**config.mk**
```make
export PLATFORM = sky130hd
export DESIGN_NAME = pmb_boot_config
export DESIGN_NICKNAME = d
export VERILOG_FILES = /design/src/rtl/pmb_pkg.sv /design/src/rtl/pmb_decode.sv /design/src/rtl/pmb_boot_config.sv
export VERILOG_INCLUDE_DIRS = /design/src /design/src/rtl
export SDC_FILE = /design/constraint.sdc
export NUM_CORES = 1
export LEC_CHECK = 0
export BUFFER_PORTS_ARGS = -buffer_cell sky130_fd_sc_hd__buf_2
export CORE_ASPECT_RATIO = 0.5
export CORE_UTILIZATION = 43
export CTS_BUF_LIST = sky130_fd_sc_hd__clkbuf_2 sky130_fd_sc_hd__clkbuf_4 sky130_fd_sc_hd__clkbuf_8
export DETAILED_ROUTE_END_ITERATION = 12
export PLACE_DENSITY = 0.86
export RECOVER_POWER = 50
export REMOVE_ABC_BUFFERS = 1
export SLEW_MARGIN = 20
export SYNTH_ARGS = -nofsm -noshare
export SYNTH_HDL_FRONTEND = slang
export SYNTH_SLANG_ARGS = --single-unit
```
**constraint.sdc**
```tcl
create_clock -name core_clk_i -period 4.35 [get_ports core_clk_i]
set_input_delay 0 -clock core_clk_i [delete_from_list [all_inputs] [get_ports core_clk_i]]
set_output_delay 0 -clock core_clk_i [all_outputs]
set_load 0.01 [all_outputs]
```
**src/rtl/pmb_defines.svh**
```systemverilog
// Constants for the program map and boot configuration block
// Overview of operation
// - Secured-state bit loads only at reset; later security changes wait for next reset.
// - Software writes to secured-state bit never alter real flash security.
// - Map-select 0 decodes program space with the internal map.
// - Map-select 1 uses external map; writes ignored if secured-state was 0 at reset.
// - After reset chip selects zero and one act as program and data strobes.
// - Bus-width strap high at reset in external boot makes four GPIO pins address bits 19..16.
// - Internal boot: boot vector 02_0000, watchdog vector 02_0002 in boot flash.
// - External 16-bit boot: external RAM at 00_0000, watchdog vector 00_0002.
// - External 20-bit boot: external memory overlays boot flash window and boots.
// - Two independent 128KB program flash blocks.
// - With flash security enabled, external boot mode 1 is never entered.
// - Bus-width strap sampled at boot: grounded reads 0, tied high reads 1.
// - Secured-state 0 with external boot strap high configures as internal boot.
// - After reset secured-state bit changes do not alter the program map.
`ifndef PMB_DEFINES_SVH
`define PMB_DEFINES_SVH

`define PMB_AW            21
`define PMB_BOOT_INT      21'h02_0000
`define PMB_WDOG_INT      21'h02_0002
`define PMB_BOOT_EXT16    21'h00_0000
`define PMB_WDOG_EXT16    21'h00_0002
`define PMB_FLASH0_BASE   21'h00_0000
`define PMB_FLASH0_END    21'h00_ffff
`define PMB_FLASH1_BASE   21'h01_0000
`define PMB_FLASH1_END    21'h01_ffff
`define PMB_BFLASH_BASE   21'h02_0000
`define PMB_BFLASH_END    21'h02_1fff
`define PMB_PRAM_BASE     21'h02_f800
`define PMB_PRAM_END      21'h02_ffff
`define PMB_HIGH_BASE     21'h10_0000
`define PMB_HIGH_END      21'h1f_ffff
`define PMB_LIM16         21'h00_ffff
`define PMB_LIM20         21'h0f_ffff

`endif

```
**src/rtl/pmb_pkg.sv**
```systemverilog
// Types for the program map and boot configuration block
package pmb_pkg;
    typedef enum logic [4:0] {
        PMB_TGT_NONE   = 5'h01,
        PMB_TGT_FLASH0 = 5'h02,
        PMB_TGT_FLASH1 = 5'h04,
        PMB_TGT_BFLASH = 5'h08,
        PMB_TGT_PRAM   = 5'h10
    } pmb_int_tgt_t;

    typedef struct packed {
        logic         ext;      // Access goes out on external interface
        pmb_int_tgt_t tgt;      // Internal target when not external
        logic         reach;    // External address reachable with reset pins
    } pmb_route_t;

    typedef enum logic [2:0] {
        PMB_ST_RESET = 3'h1,
        PMB_ST_LATCH = 3'h2,
        PMB_ST_RUN   = 3'h4
    } pmb_state_t;
endpackage

```
**src/rtl/pmb_decode.sv**
```systemverilog
// Program-space address decoder for one map configuration
`timescale 1ns/1ps
`include "pmb_defines.svh"
module pmb_decode
    import pmb_pkg::*;
(
    input  wire logic [20:0] addr_i,       // Program word address
    input  wire logic        ext_map_i,    // External map active
    input  wire logic        wide_bus_i,   // 20-bit bus
    output pmb_route_t       route_o       // Decode result
);
    // Map decode; reserved gaps map to no target
    always_comb begin
        route_o.ext   = 1'b0;
        route_o.tgt   = PMB_TGT_NONE;
        route_o.reach = 1'b0;
        if (addr_i >= `PMB_HIGH_BASE) begin
            route_o.ext   = 1'b1;
            route_o.reach = 1'b0;
        end else if (!ext_map_i) begin
            if (addr_i <= `PMB_FLASH0_END)
                route_o.tgt = PMB_TGT_FLASH0;
            else if (addr_i <= `PMB_FLASH1_END)
                route_o.tgt = PMB_TGT_FLASH1;
            else if (addr_i <= `PMB_BFLASH_END)
                route_o.tgt = PMB_TGT_BFLASH;
            else if (addr_i >= `PMB_PRAM_BASE && addr_i <= `PMB_PRAM_END)
                route_o.tgt = PMB_TGT_PRAM;
        end else begin
            if (addr_i <= `PMB_FLASH0_END) begin
                route_o.ext   = 1'b1;
                route_o.reach = 1'b1;
            end else if (addr_i <= `PMB_FLASH1_END)
                route_o.tgt = PMB_TGT_FLASH1;
            else if (addr_i <= `PMB_BFLASH_END) begin
                if (wide_bus_i) begin
                    route_o.ext   = 1'b1;
                    route_o.reach = 1'b1;
                end else
                    route_o.tgt = PMB_TGT_BFLASH;
            end else if (addr_i >= `PMB_PRAM_BASE && addr_i <= `PMB_PRAM_END)
                route_o.tgt = PMB_TGT_PRAM;
        end
    end
endmodule

```
**src/rtl/pmb_boot_config.sv**
```systemverilog
// Top of the program map and boot configuration block
`timescale 1ns/1ps
`include "pmb_defines.svh"
module pmb_boot_config
    import pmb_pkg::*;
(
    input  wire logic        core_clk_i,          // System clock, 40 MHz
    input  wire logic        rst_i,               // Synchronous reset, active high
    input  wire logic        flash_secure_i,      // Flash security enabled (pin domain)
    input  wire logic        external_boot_strap_i, // Boot strap pin
    input  wire logic        bus_width_strap_i,   // Bus width strap pin
    input  wire logic        map_select_wr_i,     // Software write strobe for map-select
    input  wire logic        map_select_bit_i,    // Value to write to map-select
    input  wire logic        secured_state_wr_i,  // Software write strobe for secured-state
    input  wire logic        secured_state_bit_i, // Value to write to secured-state
    input  wire logic [20:0] fetch_addr_i,        // Program-space address to decode
    output logic             map_select_bit_o,    // Current map-select bit
    output logic             secured_state_bit_o, // Current secured-state bit
    output logic             cfg_valid_o,         // Reset configuration captured
    output logic             wide_bus_o,          // Address bits 19..16 on GPIO pins
    output logic             cs_legacy_o,         // Chip selects act as program/data strobes
    output logic [20:0]      boot_vector_o,       // Boot fetch address
    output logic [20:0]      wdog_vector_o,       // Watchdog reset vector address
    output logic [20:0]      ext_addr_limit_o,    // Highest reachable external address
    output logic             flash_secure_o,      // Real flash security (not software)
    output pmb_route_t       route_o              // Registered decode of fetch address
);
    ////////////////////////////////////////////////////////////////////////
    // Pin synchronisers; first stage is read only by the second
    logic [2:0] pin_s1;
    logic [2:0] pin_s2;
    logic [2:0] next_pin_s1;
    logic [2:0] next_pin_s2;

    always_comb begin
        next_pin_s1 = {flash_secure_i, external_boot_strap_i, bus_width_strap_i};
        next_pin_s2 = pin_s1;
    end

    always_ff @(posedge core_clk_i) begin
        pin_s1 <= next_pin_s1;
        pin_s2 <= next_pin_s2;
    end

    logic sec_sync;
    logic boot_sync;
    logic width_sync;
    assign sec_sync   = pin_s2[2];
    assign boot_sync  = pin_s2[1];
    assign width_sync = pin_s2[0];

    ////////////////////////////////////////////////////////////////////////
    // Configuration state: waits for pins to settle after release, then latches
    pmb_state_t state;
    pmb_state_t next_state;
    logic       ma;
    logic       mb;
    logic       mb_at_reset;
    logic       wide;
    logic       next_ma;
    logic       next_mb;
    logic       next_mb_at_reset;
    logic       next_wide;

    // Capture happens two clocks after release so the synchronisers carry pin levels
    always_comb begin
        next_state       = state;
        next_ma          = ma;
        next_mb          = mb;
        next_mb_at_reset = mb_at_reset;
        next_wide        = wide;
        case (state)
            PMB_ST_RESET: begin
                next_state = PMB_ST_LATCH;
            end
            PMB_ST_LATCH: begin
                next_state       = PMB_ST_RUN;
                next_mb          = ~sec_sync;
                next_mb_at_reset = ~sec_sync;
                next_ma          = boot_sync & ~sec_sync;
                // Internal boot always keeps the 16-line bus; the strap only counts in external boot
                next_wide        = width_sync & boot_sync & ~sec_sync;
            end
            PMB_ST_RUN: begin
                if (map_select_wr_i && mb_at_reset)
                    next_ma = map_select_bit_i;
                if (secured_state_wr_i)
                    next_mb = secured_state_bit_i;
            end
            default: begin
                next_state = PMB_ST_RESET;
            end
        endcase
    end

    always_ff @(posedge core_clk_i) begin
        if (rst_i) begin
            state       <= PMB_ST_RESET;
            ma          <= 1'b0;
            mb          <= 1'b0;
            mb_at_reset <= 1'b0;
            wide        <= 1'b0;
        end else begin
            state       <= next_state;
            ma          <= next_ma;
            mb          <= next_mb;
            mb_at_reset <= next_mb_at_reset;
            wide        <= next_wide;
        end
    end

    ////////////////////////////////////////////////////////////////////////
    // Vectors and pin configuration; registered, fixed by reset-time mode
    logic        boot_ext;
    logic [20:0] next_boot_vec;
    logic [20:0] next_wdog_vec;
    logic [20:0] next_limit;

    // Boot mode is the map-select value as latched, not later writes
    logic boot_ext_q;
    logic next_boot_ext_q;
    assign boot_ext = (state == PMB_ST_LATCH) ? (boot_sync & ~sec_sync) : boot_ext_q;

    always_comb begin
        next_boot_ext_q = boot_ext;
        if (boot_ext && !((state == PMB_ST_LATCH) ? width_sync : wide)) begin
            next_boot_vec = `PMB_BOOT_EXT16;
            next_wdog_vec = `PMB_WDOG_EXT16;
        end else begin
            next_boot_vec = `PMB_BOOT_INT;
            next_wdog_vec = `PMB_WDOG_INT;
        end
        // Pins above bit 19 stay GPIO until software reassigns them
        next_limit = wide ? `PMB_LIM20 : `PMB_LIM16;
    end

    always_ff @(posedge core_clk_i) begin
        if (rst_i) begin
            boot_ext_q       <= 1'b0;
            boot_vector_o    <= `PMB_BOOT_INT;
            wdog_vector_o    <= `PMB_WDOG_INT;
            ext_addr_limit_o <= `PMB_LIM16;
        end else begin
            boot_ext_q       <= next_boot_ext_q;
            boot_vector_o    <= next_boot_vec;
            wdog_vector_o    <= next_wdog_vec;
            ext_addr_limit_o <= next_limit;
        end
    end

    ////////////////////////////////////////////////////////////////////////
    // Address decode against the live map-select bit
    pmb_route_t dec_route;
    pmb_route_t next_route;

    pmb_decode u_decode (
        .addr_i     (fetch_addr_i),
        .ext_map_i  (ma),
        .wide_bus_i (wide),
        .route_o    (dec_route)
    );

    // Beyond the active bus width an external access is not reachable
    always_comb begin
        next_route = dec_route;
        if (dec_route.ext && fetch_addr_i > ext_addr_limit_o)
            next_route.reach = 1'b0;
    end

    always_ff @(posedge core_clk_i) begin
        if (rst_i)
            route_o <= '{ext: 1'b0, tgt: PMB_TGT_NONE, reach: 1'b0};
        else
            route_o <= next_route;
    end

    ////////////////////////////////////////////////////////////////////////
    // Plain outputs
    assign map_select_bit_o    = ma;
    assign secured_state_bit_o = mb;
    assign cfg_valid_o         = (state == PMB_ST_RUN);
    assign wide_bus_o          = wide;
    assign cs_legacy_o         = 1'b1;
    assign flash_secure_o      = sec_sync;

    ////////////////////////////////////////////////////////////////////////
    // Checks
    chk_mb_latched_only: assert property (@(posedge core_clk_i) disable iff (rst_i)
        (state == PMB_ST_RUN && $past(state) == PMB_ST_RUN && !secured_state_wr_i
         && $past(sec_sync) != sec_sync) |=> $stable(mb))
        else $error("secured-state bit followed live flash security");
    chk_sw_mb_no_sec: assert property (@(posedge core_clk_i) disable iff (rst_i)
        secured_state_wr_i |-> flash_secure_o == sec_sync)
        else $error("software write touched flash security");
    chk_ma_locked_secure: assert property (@(posedge core_clk_i) disable iff (rst_i)
        (state == PMB_ST_RUN && !mb_at_reset) |=> !ma)
        else $error("map-select changed while locked");
    chk_ma_write_takes: assert property (@(posedge core_clk_i) disable iff (rst_i)
        (state == PMB_ST_RUN && mb_at_reset && map_select_wr_i) |=> ma == $past(map_select_bit_i))
        else $error("map-select write lost");
    chk_secure_no_ext: assert property (@(posedge core_clk_i) disable iff (rst_i)
        (state == PMB_ST_LATCH && sec_sync) |=> !ma ##0 boot_vector_o == `PMB_BOOT_INT)
        else $error("external boot entered while secured");
    chk_ext16_vectors: assert property (@(posedge core_clk_i) disable iff (rst_i)
        (state == PMB_ST_LATCH && boot_sync && !sec_sync && !width_sync)
        |=> boot_vector_o == `PMB_BOOT_EXT16 && wdog_vector_o == `PMB_WDOG_EXT16)
        else $error("external 16-bit boot vectors wrong");
    chk_int_vectors: assert property (@(posedge core_clk_i) disable iff (rst_i)
        (state == PMB_ST_LATCH && !boot_sync) |=> boot_vector_o == `PMB_BOOT_INT ##1 wdog_vector_o == `PMB_WDOG_INT)
        else $error("internal boot vectors wrong");
    chk_wide_strap: assert property (@(posedge core_clk_i) disable iff (rst_i)
        (state == PMB_ST_LATCH) |=> wide == $past(width_sync & boot_sync & ~sec_sync)
        ##1 ext_addr_limit_o == (wide ? `PMB_LIM20 : `PMB_LIM16))
        else $error("bus width strap not applied");
    chk_reserved_none: assert property (@(posedge core_clk_i) disable iff (rst_i)
        (fetch_addr_i > `PMB_BFLASH_END && fetch_addr_i < `PMB_PRAM_BASE) |=> !route_o.ext && route_o.tgt == PMB_TGT_NONE)
        else $error("reserved address routed");
    chk_high_unreach: assert property (@(posedge core_clk_i) disable iff (rst_i)
        (fetch_addr_i >= `PMB_HIGH_BASE) |=> route_o.ext && !route_o.reach)
        else $error("high external region reachable at reset");
endmodule

```
Word-level counts from Yosys, hierarchy flattened
Cells that the tools add are included.
{ "classes": {"bitwise_logic": 4, "reduce_logical": 10, "muxes": 25, "n_eq_ne": 5, "n_lt_le_gt_ge": 7} }
{ "ops": {"columns": ["operator", "count"], "rows": [
  ["21-bit by 18-bit <= comparator with 1-bit output (second input constant)", 2],
  ["5-bit 2-to-1 mux", 8],
  ["18-bit 2-to-1 mux", 2],
  ["21-bit by 18-bit >= comparator with 1-bit output (second input constant)", 1],
  ["21-bit >= comparator (second input constant)", 1],
  ["21-bit greater-than comparator", 1],
  ["21-bit by 16-bit <= comparator with 1-bit output (second input constant)", 1],
  ["21-bit by 17-bit <= comparator with 1-bit output (second input constant)", 1],
  ["20-bit 2-to-1 mux", 1],
  ["1-bit 2-to-1 mux", 10],
  ["3-bit case mux with 3 select lines", 1],
  ["1-bit logical AND", 4],
  ["4-bit 2-to-1 mux", 1],
  ["1-bit case mux with 2 select lines", 2],
  ["2-bit AND reduction", 2],
  ["1-bit AND", 3],
  ["3-bit by 1-bit == test with 1-bit output (second input constant)", 1],
  ["3-bit by 2-bit == test with 1-bit output (second input constant)", 1],
  ["3-bit == test (second input constant)", 1],
  ["3-bit OR reduction", 1],
  ["2-bit by 1-bit != test with 1-bit output (second input constant)", 1],
  ["2-bit != test (second input constant)", 1],
  ["2-bit nonzero test", 1],
  ["2-bit OR reduction", 1],
  ["2 further kinds", 2]
]} }
{ "totals": {"input_bits": 30, "reg_bits": 84, "out_inout_bits": 76, "elab_cells": 65} }

Logic depth before layout (Yosys ltp)
Gate-level depths: netlist (run 1).
{ "depth": {"ltp_word": 8, "mapped_depth": 6} }

By module
From an unflattened synthesis (run 1), not the netlist that was laid out.
{ "unflattened": {"hier_cells": 165, "area_unflattened_um2": 1463.9} }
{ "modules_own_cells": {"columns": ["module", "n_inst", "seq_area_each_um2", "area_per_inst_um2", "cells_per_inst"], "rows": [
  ["pmb_boot_config", 1, 460.4, 1286.2, 138],
  ["pmb_decode", 1, 0.0, 177.7, 27]
]} }

Worst setup path after synthesis (run 1)
No wires, ideal clock.
{ "synth_timing": {"path_kind": "reg2reg", "startpoint": "reg ext_addr_limit_o[18]", "endpoint": "reg route_o[0] in the netlist's numbering", "setup_ns": 0.070, "setup_slack_ns": 2.880, "stages_incl_launch_ff": 6, "arrival_ns": 1.400, "synth_period_minus_slack_ns": 1.470, "path_buffers": 0, "required_ns": 4.280, "cell_sequence": "dfxtp_1 > inv_1 > ha_1 > a2111oi_0 > o21ai_0 > a21oi_1"} }
{ "synth_via": {"elab_chain_cells": 3} }
{ "synth_lines": {"columns": ["element", "line", "source"], "rows": [
  ["start: declaration", "pmb_boot_config.sv:24", "output logic [20:0] ext_addr_limit_o,"],
  ["start signal: assignment", "pmb_boot_config.sv:142", "ext_addr_limit_o <= `PMB_LIM16;"],
  ["start signal: assignment", "pmb_boot_config.sv:147", "ext_addr_limit_o <= next_limit;"],
  ["21-bit greater-than comparator", "pmb_boot_config.sv:166", "if (dec_route.ext && fetch_addr_i > ext_addr_limit_o)"],
  ["1-bit logical AND", "pmb_boot_config.sv:166", null],
  ["3-bit OR reduction (no line)", null, null],
  ["end signal: assignment", "pmb_boot_config.sv:172", "route_o <= '{ext: 1'b0, tgt: PMB_TGT_NONE, reach: 1'b0};"],
  ["end signal: assignment", "pmb_boot_config.sv:174", "route_o <= next_route;"],
  ["end: declaration", "pmb_boot_config.sv:26", "output pmb_route_t route_o"]
]} }
No other way between the ends.
A chain may end at the register's enable or synchronous reset.

Worst setup path after layout (run 1)
Same ends and word-level chain as after synthesis.

==> results of run 1 <==
==> how the worst max path moves through the flow <==
| stage | startpoint | endpoint | slack, ns | cells past startpoint |
|---|---|---|---|---|
| finish | ext_addr_limit_o[18]$_SDFF_PP0_ | route_o[0]$_SDFF_PP0_ | 2.67 | 5 |
| global route | ext_addr_limit_o[18]$_SDFF_PP0_ | route_o[0]$_SDFF_PP0_ | 2.50 | 5 |
| global placement | ext_addr_limit_o[18]$_SDFF_PP0_ | route_o[0]$_SDFF_PP0_ | 2.92 | 5 |
| detailed placement | ext_addr_limit_o[18]$_SDFF_PP0_ | route_o[0]$_SDFF_PP0_ | 2.69 | 5 |
| CTS | ext_addr_limit_o[18]$_SDFF_PP0_ | route_o[0]$_SDFF_PP0_ | 2.67 | 5 |
| floorplan | ext_addr_limit_o[18]$_SDFF_PP0_ | route_o[0]$_SDFF_PP0_ | 2.68 | 5 |
==> cells in the final DEF, fill, tap and decap left out, types with 3 or more instances in the layout <==
cell	n
o21ai_0	3
a21oi_1	7
nand3_1	5
conb_1	58
clkbuf_8	3
nor2_1	8
dfxtp_1	23
buf_2	34
dlygate4sd3_1	6
nor4_1	4
ha_1	4
clkbuf_1	13
nand2_1	4
inv_1	4
==> cell families (layout without fill, tap and decap cells) <==
logic type | after synthesis | after routing
fa+ha+maj | 4 | 4
buf+inv | 67 | 61
compound gates | 15 | 15
mux | 3 | 3
flops | 23 | 23
simple gates | 35 | 35
other cells | 2 | 58
==> layout make-up <==
cell class	count	area share
clock buffers	3	0.02862
multi-input cells	115	0.4128
flip-flops and latches	23	0.3192
repair buffers	53	0.1934
well taps	37	0.03209
clock inverters	1	0.003469
inverters	4	0.01041
==> flip-flops by register name, indices dropped and copies added (netlist names) <==
signal               count
boot_ext_q               1
mb_at_reset              1
boot_vector_o            1
wide_bus_o               1
route_o                  7
secured_state_bit_o      1
next_pin_s2              3
ext_addr_limit_o         1
state                    3
map_select_bit_o         1
pin_s2                   3
==> stage by stage <==
step / instances / instance area (sq um)
after floorplan: 142 / 1071
after global placement: 226 / 1353
after detailed placement: 226 / 1353
after CTS: 236 / 1459
after global routing: 236 / 1443
final: 236 / 1443
==> what timing repair did <==
item,4_1_cts,5_1_grt
endpoints found under the hold margin,5,0
setup buffers,0,0
hold buffers,6,0
==> power by group <==
part | internal, mW | switching, mW | total [mW]
clock network | 0.0638 | 0.0627 | 0.126
logic | 0.0276 | 0.0492 | 0.0768
registers | 0.224 | 0.00847 | 0.232
==> routing by layer <==
layer	up-vias	wire, um	part of all wire
li1	480	-	-
met1	442	875	0.38
met2	66	1224	0.53
met3	4	189	0.081
met4	0	31	0.013
met5	-	0	0
==> critical path, cell delays in order, from the launching register on <==
cell and delay [ns]:
dfxtp_1 0.37, inv_1 0.11, ha_1 0.31, a2111oi_0 0.40
o21ai_0 0.19, a21oi_1 0.22
==> impl_summary.log, run 1 <==
[metrics] number of max-capacitance violations reported: 0
[metrics] met2 Resource Use GR: 0.2775
[metrics] number of buffers inserted during clock tree synthesis: 3
[metrics] share of cells above drive strength 1: 0.2161
[metrics] Fill cells: 252
[metrics] detailed-placement wirelength estimate: 1882 um
[metrics] outcome: finished, final reports clean
[metrics] total vias in the final route: 992
[metrics] worst setup path class: flop to flop
[metrics] adder and majority cell fraction of the synthesized area: 0.03763
[metrics] library cell with the highest instance count after synthesis: buf_4
[metrics] wire length per cell: 9.839 um
[metrics] simple-gate portion of the synthesized area: 0.1533
[metrics] Final min period: 1.676 ns
[metrics] YS warnings: 0
[metrics] worst setup slack before clock tree synthesis: 2.687 ns
[metrics] TritonCTS clock tree: built
[metrics] transition time at the pin with the least slew margin: 0.5564 ns
[metrics] class of the tightest hold or removal check: input pin to flop
[metrics] DRC errors left: 0
[metrics] global route hottest layer: met2
[metrics] average footprint of a synthesized cell: 8.926 sq um
[metrics] synthesized cell area: 0.001330 sq mm
[metrics] area enclosed by the die boundary: 0.003333 sq mm
[metrics] multi-input combinational cell area: 595.6 sq um
[metrics] launch instance of the worst min-delay path: fetch_addr_i[20]
[metrics] number of pins exceeding their max-slew limit in the final report: 0
[metrics] compound-gate portion of the synthesized area: 0.06961
[metrics] mux contribution to synthesized area: 0.02352
[metrics] Relative slew margins: 0.6275
[metrics] htree depth: 1
[metrics] site row count: 13
[metrics] number of failing setup endpoints in the final timing report: 0
[metrics] commonest register cell after synthesis: dfxtp_1
[metrics] worst hold path stage count: 3
[metrics] via count of the first global-routing pass: 777
[metrics] Placer Congestion: 0.7089
[metrics] worst reg2reg startpoint: ext_addr_limit_o[18]$_SDFF_PP0_
[metrics] Clock Skew: 0.0009544 ns
[metrics] Async SR Flop Fraction: 0
[metrics] overall power consumption: 435.4 uW
[metrics] reg2reg setup slack: 2.67 ns
[metrics] setup repair after global routing missed its margin: no
[metrics] fmax: 596.7 MHz
[metrics] sort of element at the end of the critical path: flop
[metrics] leading post-synthesis cells by cell area: buf_4 (35%), dfxtp_1 (35%), ha_1 (3.8%)
[metrics] Post-Route Utilization: 0.5217
[metrics] share of the synthesized area in the top cell type: 0.3500
[metrics] antenna diode count: 0
[metrics] most area-hungry cell type in the Yosys netlist: buf_4
[metrics] parity-gate share of the synthesized area counting xor and xnor cells: 0
[metrics] Total Wirelength: 2322 um
[metrics] Die Ht: 41.33 um
[metrics] endpoint of the most critical register-to-register path: route_o[0]$_SDFF_PP0_
[metrics] highest net fanout along the worst path: 5
[metrics] Post-Syn Instances: 149
[metrics] sequential share of the synthesized area: 0.3462
[metrics] initial core utilization: 0.4810
[metrics] pwr/cell area: 301.8 mW/mm^2
[metrics] # resized after CTS: 0
[metrics] maximum root-to-sink buffer count: 2
[metrics] maximum resistive drop on vdd: 0.1590 mV
[metrics] count of cell types in the netlist: 30
[metrics] Setup TNS Final: 0 ns
[metrics] largest family of logic cells by synthesized area: buffers and inverters
[metrics] startpoint types: flop
[metrics] sum of overflow across all layers after global routing: 0
[metrics] area taken by flip-flops and latches: 460.4 sq um
[metrics] clock sinks: 23
[metrics] first-pass GRT wire length: 3305 um
[metrics] iteration-0 DRC count of the detailed router: 27
[metrics] clock slew at reported path FFs: 0.07 ns
[metrics] core box area: 0.002765 sq mm
[metrics] Global Route met1 Usage: 0.1386
[metrics] minimum hold slack: 0.02391 ns
[metrics] required time reported for the critical path endpoint: 4.53 ns
[metrics] Final #Nets: 234
[metrics] CP Data Arrival Time: 1.86 ns
[metrics] remaining antenna violation count after routing: 0
[metrics] worst setup margin: 2.674 ns
[metrics] GR Util met3: 0.03913
[metrics] Boundary Pins: 106
[metrics] Die Width: 80.65 um
[metrics] leakage power summed over all cells: 0.7060 nW
[metrics] CTS root buf: clkbuf_8
[metrics] hold-critical path endpoint: route_o[6]$_SDFF_PP0_
[metrics] number of buffer cells added on primary ports: 47
[metrics] antenna violations before repair: 0
[metrics] 1st-pass router iterations: 4
[metrics] cell types with the highest counts after synthesis: buf_4 (62), dfxtp_1 (23), nor2_1 (8), a21oi_1 (7), nand3_1 (5)
[metrics] pin count of the biggest net entering global routing: 14
[metrics] final worst path period share: 0.3852
[metrics] number of flops mapped to enable cells by yosys: 0
[metrics] count of cells along the worst register-to-register path: 5
[metrics] final number of hold-violating endpoints: 0
[metrics] Worst-Skew Late Latency: 0.26 ns
[metrics] flip-flop and latch count after synthesis: 23
[metrics] area overhead of the layout relative to synthesis: 8.466%
[metrics] overall track demand over capacity in global routing: 0.1383
[metrics] mean number of vias per cell: 4.203
Power figures use the tool's default switching activity.
==> run 2, diff against run 1 <==
CORE_UTILIZATION = 36   (was 43)
PLACE_DENSITY = 0.77   (was 0.86)
clock period = 1.4 ns   (was 4.35 ns; I/O delays follow)
==> impl_summary.log, run 2 (synthesis results as in run 1) <==
[metrics] Boundary Pins: 106
[metrics] fmax: 762.0 MHz
[metrics] launch instance of the worst min-delay path: secured_state_bit_i
[metrics] pin count of the biggest net entering global routing: 15
[metrics] Die Width: 87.96 um
[metrics] highest net fanout along the worst path: 5
[metrics] reg2reg setup slack: 0.09 ns
[metrics] commonest non-fill, non-tap cells in the layout: conb_1 (58), buf_2 (35), dfxtp_1 (22)
[metrics] CP Data Arrival Time: 1.47 ns
[metrics] 1st-pass router iterations: 4
[metrics] first-pass GRT wire length: 3049 um
[metrics] area enclosed by the die boundary: 0.003956 sq mm
[metrics] class of the tightest hold or removal check: input pin to flop
[metrics] Clock Skew: 0.002176 ns
[metrics] overall track demand over capacity in global routing: 0.1019
[metrics] number of buffer cells added on primary ports: 47
[metrics] sum of overflow across all layers after global routing: 0
[metrics] core box area: 0.003491 sq mm
[metrics] mean number of vias per cell: 4.095
[metrics] endpoint of the most critical register-to-register path: map_select_bit_o$_SDFFE_PP0P_
[metrics] sort of element at the end of the critical path: flop
[metrics] htree depth: 1
[metrics] maximum resistive drop on vdd: 0.3120 mV
[metrics] leakage power summed over all cells: 0.7232 nW
[metrics] Fill cells: 344
[metrics] maximum root-to-sink buffer count: 2
[metrics] antenna violations before repair: 0
[metrics] number of buffers inserted during clock tree synthesis: 3
[metrics] Setup TNS Final: 0 ns
[metrics] final number of hold-violating endpoints: 0
[metrics] Final min period: 1.312 ns
[metrics] Post-Route Utilization: 0.4337
[metrics] Total Wirelength: 2162 um
[metrics] worst reg2reg startpoint: state[2]$_SDFFE_PP0N_
[metrics] initial core utilization: 0.3810
[metrics] crit path capture: map_select_bit_o$_SDFFE_PP0P_
[metrics] share of cells above drive strength 1: 0.2587
[metrics] Worst-Skew Late Latency: 0.27 ns
[metrics] outcome: finished, final reports clean
[metrics] most common library cell in the layout ignoring fill and taps: conb_1
[metrics] clock slew at reported path FFs: 0.08 ns
[metrics] number of pins exceeding their max-slew limit in the final report: 0
[metrics] startpoint types: flop
[metrics] number of max-capacitance violations reported: 0
[metrics] register ranked first by flip-flop count: route_o
[metrics] required time reported for the critical path endpoint: 1.56 ns
[metrics] iteration-0 DRC count of the detailed router: 23
[metrics] antenna diode count: 0
[metrics] site row count: 15
[metrics] wire length per cell: 8.579 um
[metrics] final worst path period share: 0.9374
[metrics] number of failing setup endpoints in the final timing report: 0
[metrics] setup repair after global routing missed its margin: no
[metrics] pwr/cell area: 917.6 mW/mm^2
[metrics] worst setup path class: flop to flop
[metrics] detailed-placement wirelength estimate: 1663 um
[metrics] Worst Setup SP: state[2]$_SDFFE_PP0N_
[metrics] via count of the first global-routing pass: 754
[metrics] DRC errors left: 0
[metrics] Final #Nets: 236
[metrics] clock sinks: 23
[metrics] TritonCTS clock tree: built
[metrics] count of cells along the worst register-to-register path: 4
[metrics] CTS root buf: clkbuf_8
[metrics] max reg flops: 7
[metrics] total vias in the final route: 1,032
[metrics] buffers inserted during post-CTS setup optimization: 0
[metrics] area overhead of the layout relative to synthesis: 13.83%
[metrics] area taken by flip-flops and latches: 461.7 sq um
[metrics] multi-input combinational cell area: 629.4 sq um
[metrics] Placer Congestion: 0.8099
[metrics] Die Ht: 44.98 um
[metrics] remaining antenna violation count after routing: 0
-- run 2: metrics by stage --
step / power [mW] / instances / hold WS (ns) / setup WS, ns / area, sq um
2_1_floorplan: 0.8780 / 142 / 0.02772 / -0.2690 / 1071
3_3_place_gp: 0.9573 / 242 / 0.1023 / 0.02438 / 1385
3_5_place_dp: 0.9646 / 242 / 0.1041 / -0.03578 / 1385
4_1_cts: 1.390 / 252 / 0.005048 / 0.009040 / 1518
5_1_grt: 1.454 / 252 / 0.03739 / 0.002836 / 1514
6_report: 1.389 / 252 / 0.009855 / 0.08762 / 1514
-- run 2: how the worst min path moves through the flow --
| stage | slack (ns) | depth (start not counted) | endpoint |
|---|---|---|---|
| after floorplan | 0.03 | 0 | next_pin_s2[0]$_DFF_P_ |
| after global placement | 0.10 | 1 | next_pin_s2[2]$_DFF_P_ |
| after detailed placement | 0.10 | 1 | next_pin_s2[0]$_DFF_P_ |
| after CTS | 0.005 | 3 | secured_state_bit_o$_SDFFE_PP0P_ |
| after global routing | 0.04 | 3 | route_o[1]$_SDFF_PP1_ |
| final | 0.01 | 3 | secured_state_bit_o$_SDFFE_PP0P_ |
-- run 2: cell type report --
class | count | area share
timing repair buffer | 55 | 0.1950
sequential | 23 | 0.3050
clock inverter | 1 | 0.004959
inverter | 4 | 0.009917
tap | 51 | 0.04215
clock buffer | 3 | 0.02727
multi-input combinational | 115 | 0.4157
-- run 2: layer usage --
layer  vias to the layer above  routed length (um)  global-route usage
li1                        486                   -                   -
met1                       471                 827              0.1081
met2                        71                1064              0.1845
met3                         4                 243             0.04388
met4                         0                  27             0.03934
met5                         -                   0                   0
-- run 2: what timing repair did --
| action | CTS | global route |
|---|---|---|
| endpoints found under the hold margin | 5 | 0 |
| pin swaps | 1 | 1 |
| endpoints found under the setup margin | 1 | 2 |
| hold buffers | 6 | 0 |
| gates resized for setup | 4 | 4 |
-- run 2: worst max-delay path, stage by stage, from the launching register on --
cell and delay, ns:
dfxtp_1 0.37, nor3b_4 0.27, mux2_2 0.38, mux2i_1 0.14
nor2_1 0.05
-- run 2: power by group --
part | leakage [nW] | total [mW] | switching (mW) | internal, mW
Combinational | 0.512 | 0.250 | 0.155 | 0.0955
Clock | 0.0217 | 0.413 | 0.212 | 0.201
Sequential | 0.189 | 0.726 | 0.0311 | 0.695
